`src/rtl/isi_pkg.sv`:
```
/*
 * shared constants of the interrupt source identifier: register offsets,
 * field positions, reset values and bus answer codes.
 * assumes a 32-bit AXI4-Lite register bus with byte addresses.
 */
`default_nettype none
package isi_pkg;
   // ----------------------------------------------------------------
   // bus geometry
   // ----------------------------------------------------------------
   localparam int             ADDR_W       = 4;      // byte address bits
   localparam int             DATA_W       = 32;     // bus data width
   localparam int             ID_W         = 8;      // identify width

   // ----------------------------------------------------------------
   // register offsets (byte addresses)
   // ----------------------------------------------------------------
   localparam logic [ADDR_W-1:0] OFF_IDENTIFY = 4'h0; // read only
   localparam logic [ADDR_W-1:0] OFF_STATUS   = 4'h4; // sticky, w1c
   localparam logic [ADDR_W-1:0] OFF_MASK     = 4'h8; // irq enables

   // ----------------------------------------------------------------
   // field layout of identify, status and mask
   // ----------------------------------------------------------------
   localparam int             NUM_MOD      = 6;      // modules 0 to 5
   localparam int             BIT_RSVD     = 6;      // always zero in identify and status; mask bit 6 is writable
   localparam int             BIT_SYS      = 7;      // system modules

   // ----------------------------------------------------------------
   // reset values
   // ----------------------------------------------------------------
   localparam logic [ID_W-1:0] RST_IDENTIFY = 8'h00;
   localparam logic [ID_W-1:0] RST_STATUS   = 8'h00;
   localparam logic [ID_W-1:0] RST_MASK     = 8'h00;

   // ----------------------------------------------------------------
   // bus answer codes
   // ----------------------------------------------------------------
   localparam logic [1:0]     RESP_OKAY    = 2'h0;
   localparam logic [1:0]     RESP_SLVERR  = 2'h2;
endpackage
`default_nettype wire

```
`src/rtl/isi_axil_slave.sv`:
```
/*
 * AXI4-Lite slave front end: takes write address and data in either
 * order, gives one write strobe and one read sample to the register file.
 * assumes the register file decodes rd_addr combinationally.
 */
`timescale 1ns/100ps
`default_nettype none
module isi_axil_slave
   import isi_pkg::*;
(
   input  wire logic                       clk,
   input  wire logic                       rst,
   input  wire logic [isi_pkg::ADDR_W-1:0] awaddr,
   input  wire logic                       awvalid,
   output logic                            awready,
   input  wire logic [isi_pkg::DATA_W-1:0] wdata,
   input  wire logic [3:0]                 wstrb,
   input  wire logic                       wvalid,
   output logic                            wready,
   output logic [1:0]                      bresp,
   output logic                            bvalid,
   input  wire logic                       bready,
   input  wire logic [isi_pkg::ADDR_W-1:0] araddr,
   input  wire logic                       arvalid,
   output logic                            arready,
   output logic [isi_pkg::DATA_W-1:0]      rdata,
   output logic [1:0]                      rresp,
   output logic                            rvalid,
   input  wire logic                       rready,
   output logic                            wr_en,     // one-cycle write strobe
   output logic [isi_pkg::ADDR_W-1:0]      wr_addr,
   output logic [isi_pkg::DATA_W-1:0]      wr_data,
   output logic [3:0]                      wr_strb,
   input  wire logic                       wr_err,    // unmapped write address
   output logic [isi_pkg::ADDR_W-1:0]      rd_addr,
   input  wire logic [isi_pkg::DATA_W-1:0] rd_data,
   input  wire logic                       rd_err     // unmapped read address
);
   import isi_pkg::*;

   logic aw_held_reg;                       // write address captured
   logic w_held_reg;                        // write data captured

   // ----------------------------------------------------------------
   // handshakes
   // ----------------------------------------------------------------
   // no new write is taken while a response waits, so at most one
   // write is ever outstanding
   assign awready = !aw_held_reg && !bvalid;
   assign wready  = !w_held_reg && !bvalid;
   assign arready = !rvalid;
   assign wr_en   = aw_held_reg && w_held_reg && !bvalid;
   assign rd_addr = araddr;

   // address channel of a write
   always_ff @(posedge clk or posedge rst) begin
      if (rst) begin
         aw_held_reg <= 1'b0;
         wr_addr     <= '0;
      end else if (awvalid && awready) begin
         aw_held_reg <= 1'b1;
         wr_addr     <= awaddr;
      end else if (wr_en) begin
         aw_held_reg <= 1'b0;
      end
   end

   // data channel of a write
   always_ff @(posedge clk or posedge rst) begin
      if (rst) begin
         w_held_reg <= 1'b0;
         wr_data    <= '0;
         wr_strb    <= 4'h0;
      end else if (wvalid && wready) begin
         w_held_reg <= 1'b1;
         wr_data    <= wdata;
         wr_strb    <= wstrb;
      end else if (wr_en) begin
         w_held_reg <= 1'b0;
      end
   end

   // write response, one cycle after both halves are held
   always_ff @(posedge clk or posedge rst) begin
      if (rst) begin
         bvalid <= 1'b0;
         bresp  <= RESP_OKAY;
      end else if (wr_en) begin
         bvalid <= 1'b1;
         bresp  <= wr_err ? RESP_SLVERR : RESP_OKAY;
      end else if (bready) begin
         bvalid <= 1'b0;
      end
   end

   // read answer, sampled at the address handshake
   always_ff @(posedge clk or posedge rst) begin
      if (rst) begin
         rvalid <= 1'b0;
         rdata  <= '0;
         rresp  <= RESP_OKAY;
      end else if (arvalid && arready) begin
         rvalid <= 1'b1;
         rdata  <= rd_data;
         rresp  <= rd_err ? RESP_SLVERR : RESP_OKAY;
      end else if (rready) begin
         rvalid <= 1'b0;
      end
   end
endmodule
`default_nettype wire

```
`src/rtl/isi_top.sv`:
```
/*
 * interrupt source identifier: folds the enabled, pending sources of six
 * peripheral register modules and the system modules into one read-only
 * identify byte, with sticky status, mask and one interrupt line.
 * assumes source flags and enables come from logic on CLK.
 */
// The register offsets and the AXI4-Lite interface to the registers are this design's own decisions.
`timescale 1ns/100ps
`default_nettype none

// Behaviour
// identify clears to zero on every reset
// bits 0 to 5 flag modules 0 to 5
// top bit flags any pending system module
// flag only enabled and pending sources count
// flag drops when sources disabled or cleared
// bit six always reads zero
// software writes to identify are ignored
module isi_top
   import isi_pkg::*;
#(
   parameter int SRC_PER_MOD = 8,           // sources per module, max 32
   parameter int SYS_SRC     = 4            // system sources, max 32
)(
   input  wire logic                                     CLK,
   input  wire logic                                     RST,
   input  wire logic [isi_pkg::NUM_MOD*SRC_PER_MOD-1:0] MOD_SRC_FLAG,
   input  wire logic [isi_pkg::NUM_MOD*SRC_PER_MOD-1:0] MOD_SRC_EN,
   input  wire logic [SYS_SRC-1:0]                       SYS_SRC_FLAG,
   input  wire logic [SYS_SRC-1:0]                       SYS_SRC_EN,
   output logic [isi_pkg::ID_W-1:0]                      IDENTIFY,
   output logic                                          IRQ,
   input  wire logic [isi_pkg::ADDR_W-1:0]               S_AXI_AWADDR,
   input  wire logic                                     S_AXI_AWVALID,
   output logic                                          S_AXI_AWREADY,
   input  wire logic [isi_pkg::DATA_W-1:0]               S_AXI_WDATA,
   input  wire logic [3:0]                               S_AXI_WSTRB,
   input  wire logic                                     S_AXI_WVALID,
   output logic                                          S_AXI_WREADY,
   output logic [1:0]                                    S_AXI_BRESP,
   output logic                                          S_AXI_BVALID,
   input  wire logic                                     S_AXI_BREADY,
   input  wire logic [isi_pkg::ADDR_W-1:0]               S_AXI_ARADDR,
   input  wire logic                                     S_AXI_ARVALID,
   output logic                                          S_AXI_ARREADY,
   output logic [isi_pkg::DATA_W-1:0]                    S_AXI_RDATA,
   output logic [1:0]                                    S_AXI_RRESP,
   output logic                                          S_AXI_RVALID,
   input  wire logic                                     S_AXI_RREADY
);
   import isi_pkg::*;

   // ----------------------------------------------------------------
   // declarations
   // ----------------------------------------------------------------
   logic [ID_W-1:0]   identify_reg;         // live pending picture
   logic [ID_W-1:0]   identify_next;
   logic [ID_W-1:0]   status_reg;           // sticky rise events
   logic [ID_W-1:0]   status_next;
   logic [ID_W-1:0]   mask_reg;             // interrupt enables
   logic [ID_W-1:0]   mask_next;
   logic [ID_W-1:0]   rise;                 // flags newly raised
   logic [ID_W-1:0]   w1c;                  // status bits to clear
   logic              wr_en;                // register write strobe
   logic [ADDR_W-1:0] wr_addr;
   logic [DATA_W-1:0] wr_data;
   logic [3:0]        wr_strb;
   logic              wr_err;               // write to no register
   logic [ADDR_W-1:0] rd_addr;
   logic [DATA_W-1:0] rd_data;
   logic              rd_err;               // read of no register

   // ----------------------------------------------------------------
   // helpers
   // ----------------------------------------------------------------
   // a source counts only when it is both flagged and enabled
   function automatic logic any_pending(input logic [31:0] flag,
                                        input logic [31:0] en);
      any_pending = |(flag & en);
   endfunction

   // word compare of a byte address; the low two bits must be zero
   function automatic logic hit(input logic [ADDR_W-1:0] addr,
                                input logic [ADDR_W-1:0] off);
      hit = (addr[ADDR_W-1:2] == off[ADDR_W-1:2]) && (addr[1:0] == 2'h0);
   endfunction

   // ----------------------------------------------------------------
   // bus front end
   // ----------------------------------------------------------------
   isi_axil_slave u_slave (
      .clk     (CLK),
      .rst     (RST),
      .awaddr  (S_AXI_AWADDR),
      .awvalid (S_AXI_AWVALID),
      .awready (S_AXI_AWREADY),
      .wdata   (S_AXI_WDATA),
      .wstrb   (S_AXI_WSTRB),
      .wvalid  (S_AXI_WVALID),
      .wready  (S_AXI_WREADY),
      .bresp   (S_AXI_BRESP),
      .bvalid  (S_AXI_BVALID),
      .bready  (S_AXI_BREADY),
      .araddr  (S_AXI_ARADDR),
      .arvalid (S_AXI_ARVALID),
      .arready (S_AXI_ARREADY),
      .rdata   (S_AXI_RDATA),
      .rresp   (S_AXI_RRESP),
      .rvalid  (S_AXI_RVALID),
      .rready  (S_AXI_RREADY),
      .wr_en   (wr_en),
      .wr_addr (wr_addr),
      .wr_data (wr_data),
      .wr_strb (wr_strb),
      .wr_err  (wr_err),
      .rd_addr (rd_addr),
      .rd_data (rd_data),
      .rd_err  (rd_err)
   );

   // ----------------------------------------------------------------
   // pending picture
   // ----------------------------------------------------------------
   // rebuilt every cycle from the sources, so it falls as soon as a
   // source is disabled or its flag cleared; no memory of its own
   always_comb begin
      identify_next = '0;
      for (int m = 0; m < NUM_MOD; m++) begin
         identify_next[m] = any_pending(
            32'(MOD_SRC_FLAG[m*SRC_PER_MOD +: SRC_PER_MOD]),
            32'(MOD_SRC_EN[m*SRC_PER_MOD +: SRC_PER_MOD]));
      end
      identify_next[BIT_RSVD] = 1'b0;
      identify_next[BIT_SYS]  = any_pending(32'(SYS_SRC_FLAG),
                                            32'(SYS_SRC_EN));
   end

   // identify register; no bus path reaches it
   always_ff @(posedge CLK or posedge RST) begin
      if (RST) begin
         identify_reg <= RST_IDENTIFY;
      end else begin
         identify_reg <= identify_next;
      end
   end

   assign IDENTIFY = identify_reg;

   // ----------------------------------------------------------------
   // sticky status and mask
   // ----------------------------------------------------------------
   // a flag rising is an event; the reserved bit never rises
   assign rise = identify_next & ~identify_reg;

   // write-one-to-clear mask of the current write, low byte only
   always_comb begin
      w1c = '0;
      if (wr_en && hit(wr_addr, OFF_STATUS) && wr_strb[0]) begin
         w1c = wr_data[ID_W-1:0];
      end
   end

   // an event in the clearing cycle survives: set wins over clear
   assign status_next = (status_reg & ~w1c) | rise;

   always_ff @(posedge CLK or posedge RST) begin
      if (RST) begin
         status_reg <= RST_STATUS;
      end else begin
         status_reg <= status_next;
      end
   end

   // mask keeps its value unless the low byte is written
   always_comb begin
      mask_next = mask_reg;
      if (wr_en && hit(wr_addr, OFF_MASK) && wr_strb[0]) begin
         mask_next = wr_data[ID_W-1:0];
      end
   end

   always_ff @(posedge CLK or posedge RST) begin
      if (RST) begin
         mask_reg <= RST_MASK;
      end else begin
         mask_reg <= mask_next;
      end
   end

   // level line, registered so it never glitches
   always_ff @(posedge CLK or posedge RST) begin
      if (RST) begin
         IRQ <= 1'b0;
      end else begin
         IRQ <= |(status_next & mask_next);
      end
   end

   // ----------------------------------------------------------------
   // register decode
   // ----------------------------------------------------------------
   // a write to identify is accepted with OKAY and has no effect
   assign wr_err = !(hit(wr_addr, OFF_IDENTIFY) ||
                     hit(wr_addr, OFF_STATUS)   ||
                     hit(wr_addr, OFF_MASK));

   // read mux; unmapped addresses answer zero with an error
   always_comb begin
      rd_data = '0;
      rd_err  = 1'b0;
      if (hit(rd_addr, OFF_IDENTIFY)) begin
         rd_data[ID_W-1:0] = identify_reg;
      end else if (hit(rd_addr, OFF_STATUS)) begin
         rd_data[ID_W-1:0] = status_reg;
      end else if (hit(rd_addr, OFF_MASK)) begin
         rd_data[ID_W-1:0] = mask_reg;
      end else begin
         rd_err = 1'b1;
      end
   end
endmodule
`default_nettype wire

```
`config.mk`:
```
export PLATFORM = sky130hd
export DESIGN_NAME = isi_top
export DESIGN_NICKNAME = d
export VERILOG_FILES = /design/src/rtl/isi_pkg.sv /design/src/rtl/isi_axil_slave.sv /design/src/rtl/isi_top.sv
export SDC_FILE = /design/constraint.sdc
export NUM_CORES = 1
export LEC_CHECK = 0
export ABC_AREA = 1
export BUFFER_PORTS_ARGS = -buffer_cell sky130_fd_sc_hd__buf_2
export CAP_MARGIN = 30
export CORE_UTILIZATION = 44
export CTS_CLUSTER_SIZE = 20
export DETAILED_ROUTE_END_ITERATION = 8
export HOLD_SLACK_MARGIN = 0.03
export PLACE_DENSITY = 0.94
export SLEW_MARGIN = 20
export SYNTH_ARGS = -nofsm -noshare
export SYNTH_HDL_FRONTEND = slang
export SYNTH_SLANG_ARGS = --single-unit
```
`constraint.sdc`:
```
create_clock -name CLK -period 3.1 [get_ports CLK]
set_clock_uncertainty 0.05 [all_clocks]
set_input_delay 0.465 -clock CLK [delete_from_list [all_inputs] [get_ports CLK]]
set_output_delay 0.465 -clock CLK [all_outputs]
set_load 0.01 [all_outputs]
```
-- After elaboration in Yosys (flattened, before gate mapping)
Cells that the tools add are included.
- register bits after elaboration: 53
- bits of input ports: 155
- output and inout port bits: 50
- word-level logic and storage cells: 87
- equality and inequality tests: 4
- muxes and demuxes: 17
- bitwise logic cells: 13
- reduce and logical (&&, ||, !) cells: 39
- operators by type and width (operator ; number):
    $reduce_or 32->1 ; 7
    $and 8x8->8 ; 9
    $mux 8 ; 5
    $logic_and 1x1->1 ; 17
    $not 8->8 ; 2
    $mux 1 ; 10
    $logic_not 2->1 ; 4
    $or 8x8->8 ; 1
    $reduce_bool 2->1 ; 4
    $reduce_or 8->1 ; 1
    $and 4x4->4 ; 1
    $eq 2x1->1 const B ; 2
    $eq 2x2->1 const B ; 2
    $logic_not 1->1 ; 4
    $mux 2 ; 2
    $logic_or 1x1->1 ; 2

-- Longest topological paths before layout
- depth after elaboration: 10
- depth in mapped cells: 11
- mapped depth without buffers: 10

-- Cells and area by module
A second synthesis with hierarchy kept.
- cells, all modules: 596
- area total of the unflattened synthesis: 4723.3 um2
- by module, submodules not included (module ; times used ; cells each ; area each (um2)):
    isi_axil_slave ; 1 ; 345 ; 3154.3
    isi_top ; 1 ; 251 ; 1569.0

-- Least setup slack after synthesis
Ideal clock, no wire load.
- path type: reg-to-reg
- start point: register u_slave.bvalid
- end point: register IRQ
- library setup time: 0.119 ns
- arrival time: 1.272 ns
- required time: 2.931 ns
- slack: 1.659 ns
- cell stages (with the launch flop): 12
- path buffers: 1
- clock period less this slack: 1.441 ns
- path through: dfrtp_1 -> inv_2 -> nand3_4 -> nor2_8 -> buf_6 -> nand3_1 -> nand2_1 -> nand2_2 -> nand2_1 -> nand2_1 -> nor2_1 -> nand2_1
- longest elaborated chain between the ends: 10
- elaborated cells on any way between the ends: 13
- classes of those cells: 2 x mux; 4 x bitwise; 7 x reduce/logical
- ends and longest elaborated chain (what ; RTL line ; RTL):
    start, declared ; isi_axil_slave.sv:21 ; output logic bvalid,
    start signal, assigned ; isi_axil_slave.sv:86 ; bvalid <= 1'b0;
    start signal, assigned ; isi_axil_slave.sv:89 ; bvalid <= 1'b1;
    start signal, assigned ; isi_axil_slave.sv:92 ; bvalid <= 1'b0;
    $logic_not 1->1 ; isi_axil_slave.sv:52 ; assign wr_en = aw_held_reg && w_held_reg && !bvalid;
    $logic_and 1x1->1 ; isi_axil_slave.sv:52 ;
    $logic_and 1x1->1 (2 in series) ; isi_top.sv:158 ; if (wr_en && hit(wr_addr, OFF_STATUS) && wr_strb[0]) begin
    $mux 8 ; isi_top.sv:158 ;
    $not 8->8 ; isi_top.sv:164 ; assign status_next = (status_reg & ~w1c) | rise;
    $and 8x8->8 ; isi_top.sv:164 ;
    $or 8x8->8 ; isi_top.sv:164 ;
    net status_next[0] ; isi_top.sv:59 ; logic [ID_W-1:0] status_next;
    $and 8x8->8 ; isi_top.sv:195 ; IRQ <= |(status_next & mask_next);
    $reduce_or 8->1 ; isi_top.sv:195 ;
    end signal, assigned ; isi_top.sv:195 ;
    end, declared ; isi_top.sv:32 ; output logic IRQ,
The timed path passes the listed nets, and every way through them passes these cells.
A chain may end at the register's enable or synchronous reset.

-- Final worst setup path
- start point: register u_slave.bvalid
- end point: register IRQ
- elaborated cells on any way between the ends: 13
- classes of those cells: 2 x mux; 4 x bitwise; 7 x reduce/logical
- RTL lines (what ; RTL line ; RTL):
    $logic_not 1->1 ; isi_axil_slave.sv:52 ;
    $logic_and 1x1->1 ; isi_axil_slave.sv:52 ;
    $logic_and 1x1->1 (2 in series) ; isi_top.sv:177 ; if (wr_en && hit(wr_addr, OFF_MASK) && wr_strb[0]) begin
    $mux 8 ; isi_top.sv:177 ;
    net mask_next[5] ; isi_top.sv:61 ; logic [ID_W-1:0] mask_next;
    $and 8x8->8 ; isi_top.sv:195 ;
    $reduce_or 8->1 ; isi_top.sv:195 ;
The timed path passes the listed nets, and every way through them passes these cells.

==> impl_summary.md <==
Outcome
The flow ran to the end, and the final reports show no timing, DRC or antenna violations.

Detailed routing
After detailed routing, the total wire length is 6.745 mm. The detailed-route vias per instance is 4.749. The remaining routing DRC violations is 0. The detailed router placed 2802 vias in this run. In the final routed layout, each cell accounts on average for 11.43 µm. The count of TritonRoute iterations in the first routing pass is 4.

The number of nets still failing antenna checks after routing is 0. The first-iteration detailed-routing DRC count is 185.

Clock tree
The clock latency of the later-clocked register in the worst-skew pair is 0.30 ns. Clock tree synthesis found a total of 51 sinks. The clock transition at the register clock pins on the worst setup and hold paths after CTS is 0.09 ns. The maximum count of clock buffers along a single path is 2.

The clock root buffer is sky130_fd_sc_hd__clkbuf_8. The number of clock buffers inserted by TritonCTS is 5. The maximum level of the CTS H-tree is 2. The post-CTS setup-driven buffer insertion count is 0. The TritonCTS clock tree is built.

Gates resized during post-CTS repair numbered 0. The total of hold buffers inserted after clock tree synthesis is 0.

Synthesis
Counting flops and latches in the post-synthesis netlist gives 51. Measured against the total synthesized area, the mux share comes to 0.03692. The most area-hungry cell type in the Yosys netlist is sky130_fd_sc_hd__dfrtp_1. The Yosys step of the flow raised 0 warnings. After synthesis, the largest family of logic cells by area is simple AND/OR/NAND/NOR gates. Of the total synthesized cell area, the portion taken by full adders, half adders and majority gates is 0.

Of the total synthesized cell area, the portion taken by AND, OR, NAND and NOR gates is 0.3063. The synthesized area divided by synthesized cell count is 7.625 µm². The xor/xnor cell area share of the yosys netlist is 0.

The share of the Yosys chip area taken by registers is 0.4649. The compound-gate portion of the synthesized area is 0.06290. The area share of the largest cell type after synthesis is 0.4649. The synthesized netlist occupies a cell area of 2745 µm². Synthesis instantiated 22 different standard cells from the library. The cell count after synthesis came out at 360. By area the synthesized netlist is led by sky130_fd_sc_hd__dfrtp_1 46%, sky130_fd_sc_hd__nand2_1 20%, sky130_fd_sc_hd__buf_4 7.4%.

Setup path
The signal arrival time at the worst endpoint is 1.84 ns. The endpoint identified for the worst register-to-register timing path is IRQ. In this design, the largest share of critical-path delay is due to simple AND/OR/NAND/NOR gates. Among all stages on the critical path, the largest delay is contributed by sky130_fd_sc_hd__dfrtp_1. The worst register-to-register path has a depth of 10. The count of cell instances traversed by the critical path is 10. The worst setup path endpoint is IRQ. The worst register-to-register path begins at u_slave.bvalid.

The maximum fanout along the worst path is 16. Walking the worst path, the cells encountered are inv_2, nand3_4, nor2_8, nand2_2, nand2_1, nand2_1, nand2_1, nand2_1, nor2_1, nand2_1. Data on the critical path is required at its endpoint by 3.25 ns. Together, buffers and inverters on the worst path number 1. On the worst path, the slowest cell contributes a delay of 0.42 ns. The origin of the worst setup path is u_slave.bvalid. Setup slack on the worst reg-to-reg path comes out at 1.41 ns. The category of the worst setup path launch point is a flop.

Among the stages of the critical path, the cell type that occurs most often is sky130_fd_sc_hd__nand2_1. The capturing element type of the critical path is a flop. The worst setup path is of the reg2reg kind.

Finish
In the layout the commonest cells are 150 x sky130_fd_sc_hd__buf_2, 148 x sky130_fd_sc_hd__nand2_1, 51 x sky130_fd_sc_hd__dfrtp_1. The total of fill cells in the finished design is 528. The area growth from synthesis to layout is 30.86%.

The footprint of the flip-flops and latches is 1276 µm². The most common cell after layout, fill and taps aside is sky130_fd_sc_hd__buf_2. The multi-input combinational cells in the finished layout cover a total of 1216 µm². The fraction of final layout cells sized beyond drive strength 1 is 0.3417. The finished cells cover 3592 µm².

The final layout contains 669 nets. The antenna diode count is 0.

Die
The placeable core area is 5956 µm². The floorplan row count is 28. The width of the die is 80.99 µm.

The floorplan step defined a die boundary enclosing 6559 µm². The overall die height is 80.99 µm. The initial utilization of the core area, before any placement, comes to 0.4609.

The number of placed I/O pins is 205.

STA
The worst pin sits at a relative slew slack of 0.5869. The number of max-slew violations in the final report is 0. The worst-margin pin slew is 0.6187 ns.

The final cycle utilization of the critical path is 0.5463. Setup repair after global routing left no endpoint under its margin. Across all hold checks on the routed design, the worst slack comes to 0.1749 ns. Timing would allow up to 590.5 MHz.

The final hold violation count was 0. After routing, the total negative slack on setup checks comes to 0 ns. The worst path in the final design needs a cycle of 1.694 ns, including I/O delays and setup. Setup violations remaining at the end of the flow were counted as 0.

Pwr
VDD sags by at most 0.0002895 V. For this design the ratio of total power to cell area is 596.4 nW/µm². For this design the static power due to leakage is 2.141 nW.

Min path
The min-delay analysis places its worst path in the category in2async.

Placement
In this run the cell area measured after placement is 3492 µm². At the end of routability-driven placement, the weighted congestion stood at 0.8619. In this run the tool buffered the top-level ports with 150 buffer cells.

The detailed-placement wirelength estimate is 5.418 mm.

Global routing
The number of antenna violations at the first check in global routing is 0. The first global-routing pass estimated 10.44 mm of wire. Entering global routing, the biggest net connects 28 pins. The residual overflow from global routing is 0. For this run, the total global-route usage over all layers was measured as 0.2114.

The via count of the first global-routing pass is 2541.

Flow run
The max-cap check violation count is 0.
-- layout make-up --
type                       count  area share
inverter                      34     0.03553
multi-input combinational    271      0.3386
tap                           75     0.02612
clock buffer                   8     0.02786
timing repair buffer         151      0.2166
sequential                    51      0.3553
-- through the flow --
| step | util | power (mW) | std cells | worst slack (ns) |
|---|---|---|---|---|
| global route | 0.6032 | 2.304 | 590 | 1.206 |
| CTS | 0.6032 | 2.154 | 590 | 1.408 |
| floorplan | - | 1.514 | 386 | 1.355 |
| finish | 0.6032 | 2.142 | 590 | 1.406 |
| global placement | 0.5817 | 1.688 | 581 | 1.435 |
| detailed placement | 0.5863 | 1.742 | 582 | 1.362 |
-- power by group --
group	switching (mW)	leakage [nW]	internal [mW]	total, mW
clock network	0.209	0.0515	0.204	0.413
registers	0.139	0.594	0.865	1.00
logic	0.421	1.50	0.305	0.726
total	0.769	2.14	1.37	2.14
-- cell usage after synthesis, drive strengths merged --
cell type  instances
dfrtp             51
nand2            151
conb               1
o22ai              8
clkbuf             1
mux2               9
inv               34
o21ai             10
a21oi             13
o31ai              1
nor2              28
buf               29
nand3             22
nand4              2
-- how the worst min path moves through the flow --
stage	startpoint	endpoint	slack [ns]	cells after the start
after floorplan	u_slave.wr_data[6]	status_reg[6]	0.40	1
after global placement	u_slave.rresp[1]	u_slave.rresp[1]	0.41	2
after detailed placement	u_slave.bresp[1]	u_slave.bresp[1]	0.41	2
after CTS	RST	u_slave.wr_data[1]	0.20	2
after global routing	RST	u_slave.rdata[1]	0.22	2
final	RST	u_slave.wr_data[1]	0.17	2
-- layer usage --
layer  track usage  vias to the layer above  wire length (µm)
li1              -                     1382                 -
met1        0.2188                     1268              2385
met2        0.4084                      142              3664
met3       0.04270                       10               592
met4       0.08750                        0               103
met5             0                        -                 0
-- kinds of logic (layout without fill, tap and decap cells) --
group | after synthesis | count (layout)
simple gates | 203 | 203
buf+inv | 64 | 193
compound gates | 32 | 32
mux | 9 | 9
other cells | 1 | 27
flops | 51 | 51
-- worst register-to-register path: stages, from the launching register on --
cell                      delay, ns
sky130_fd_sc_hd__dfrtp_1       0.42
sky130_fd_sc_hd__inv_2         0.10
sky130_fd_sc_hd__nand3_4       0.12
sky130_fd_sc_hd__nor2_8        0.23
sky130_fd_sc_hd__nand2_2       0.19
sky130_fd_sc_hd__nand2_1       0.10
sky130_fd_sc_hd__nand2_1       0.07
sky130_fd_sc_hd__nand2_1       0.07
sky130_fd_sc_hd__nand2_1       0.05
sky130_fd_sc_hd__nor2_1        0.12
sky130_fd_sc_hd__nand2_1       0.06
Power figures use the tool's default switching activity.
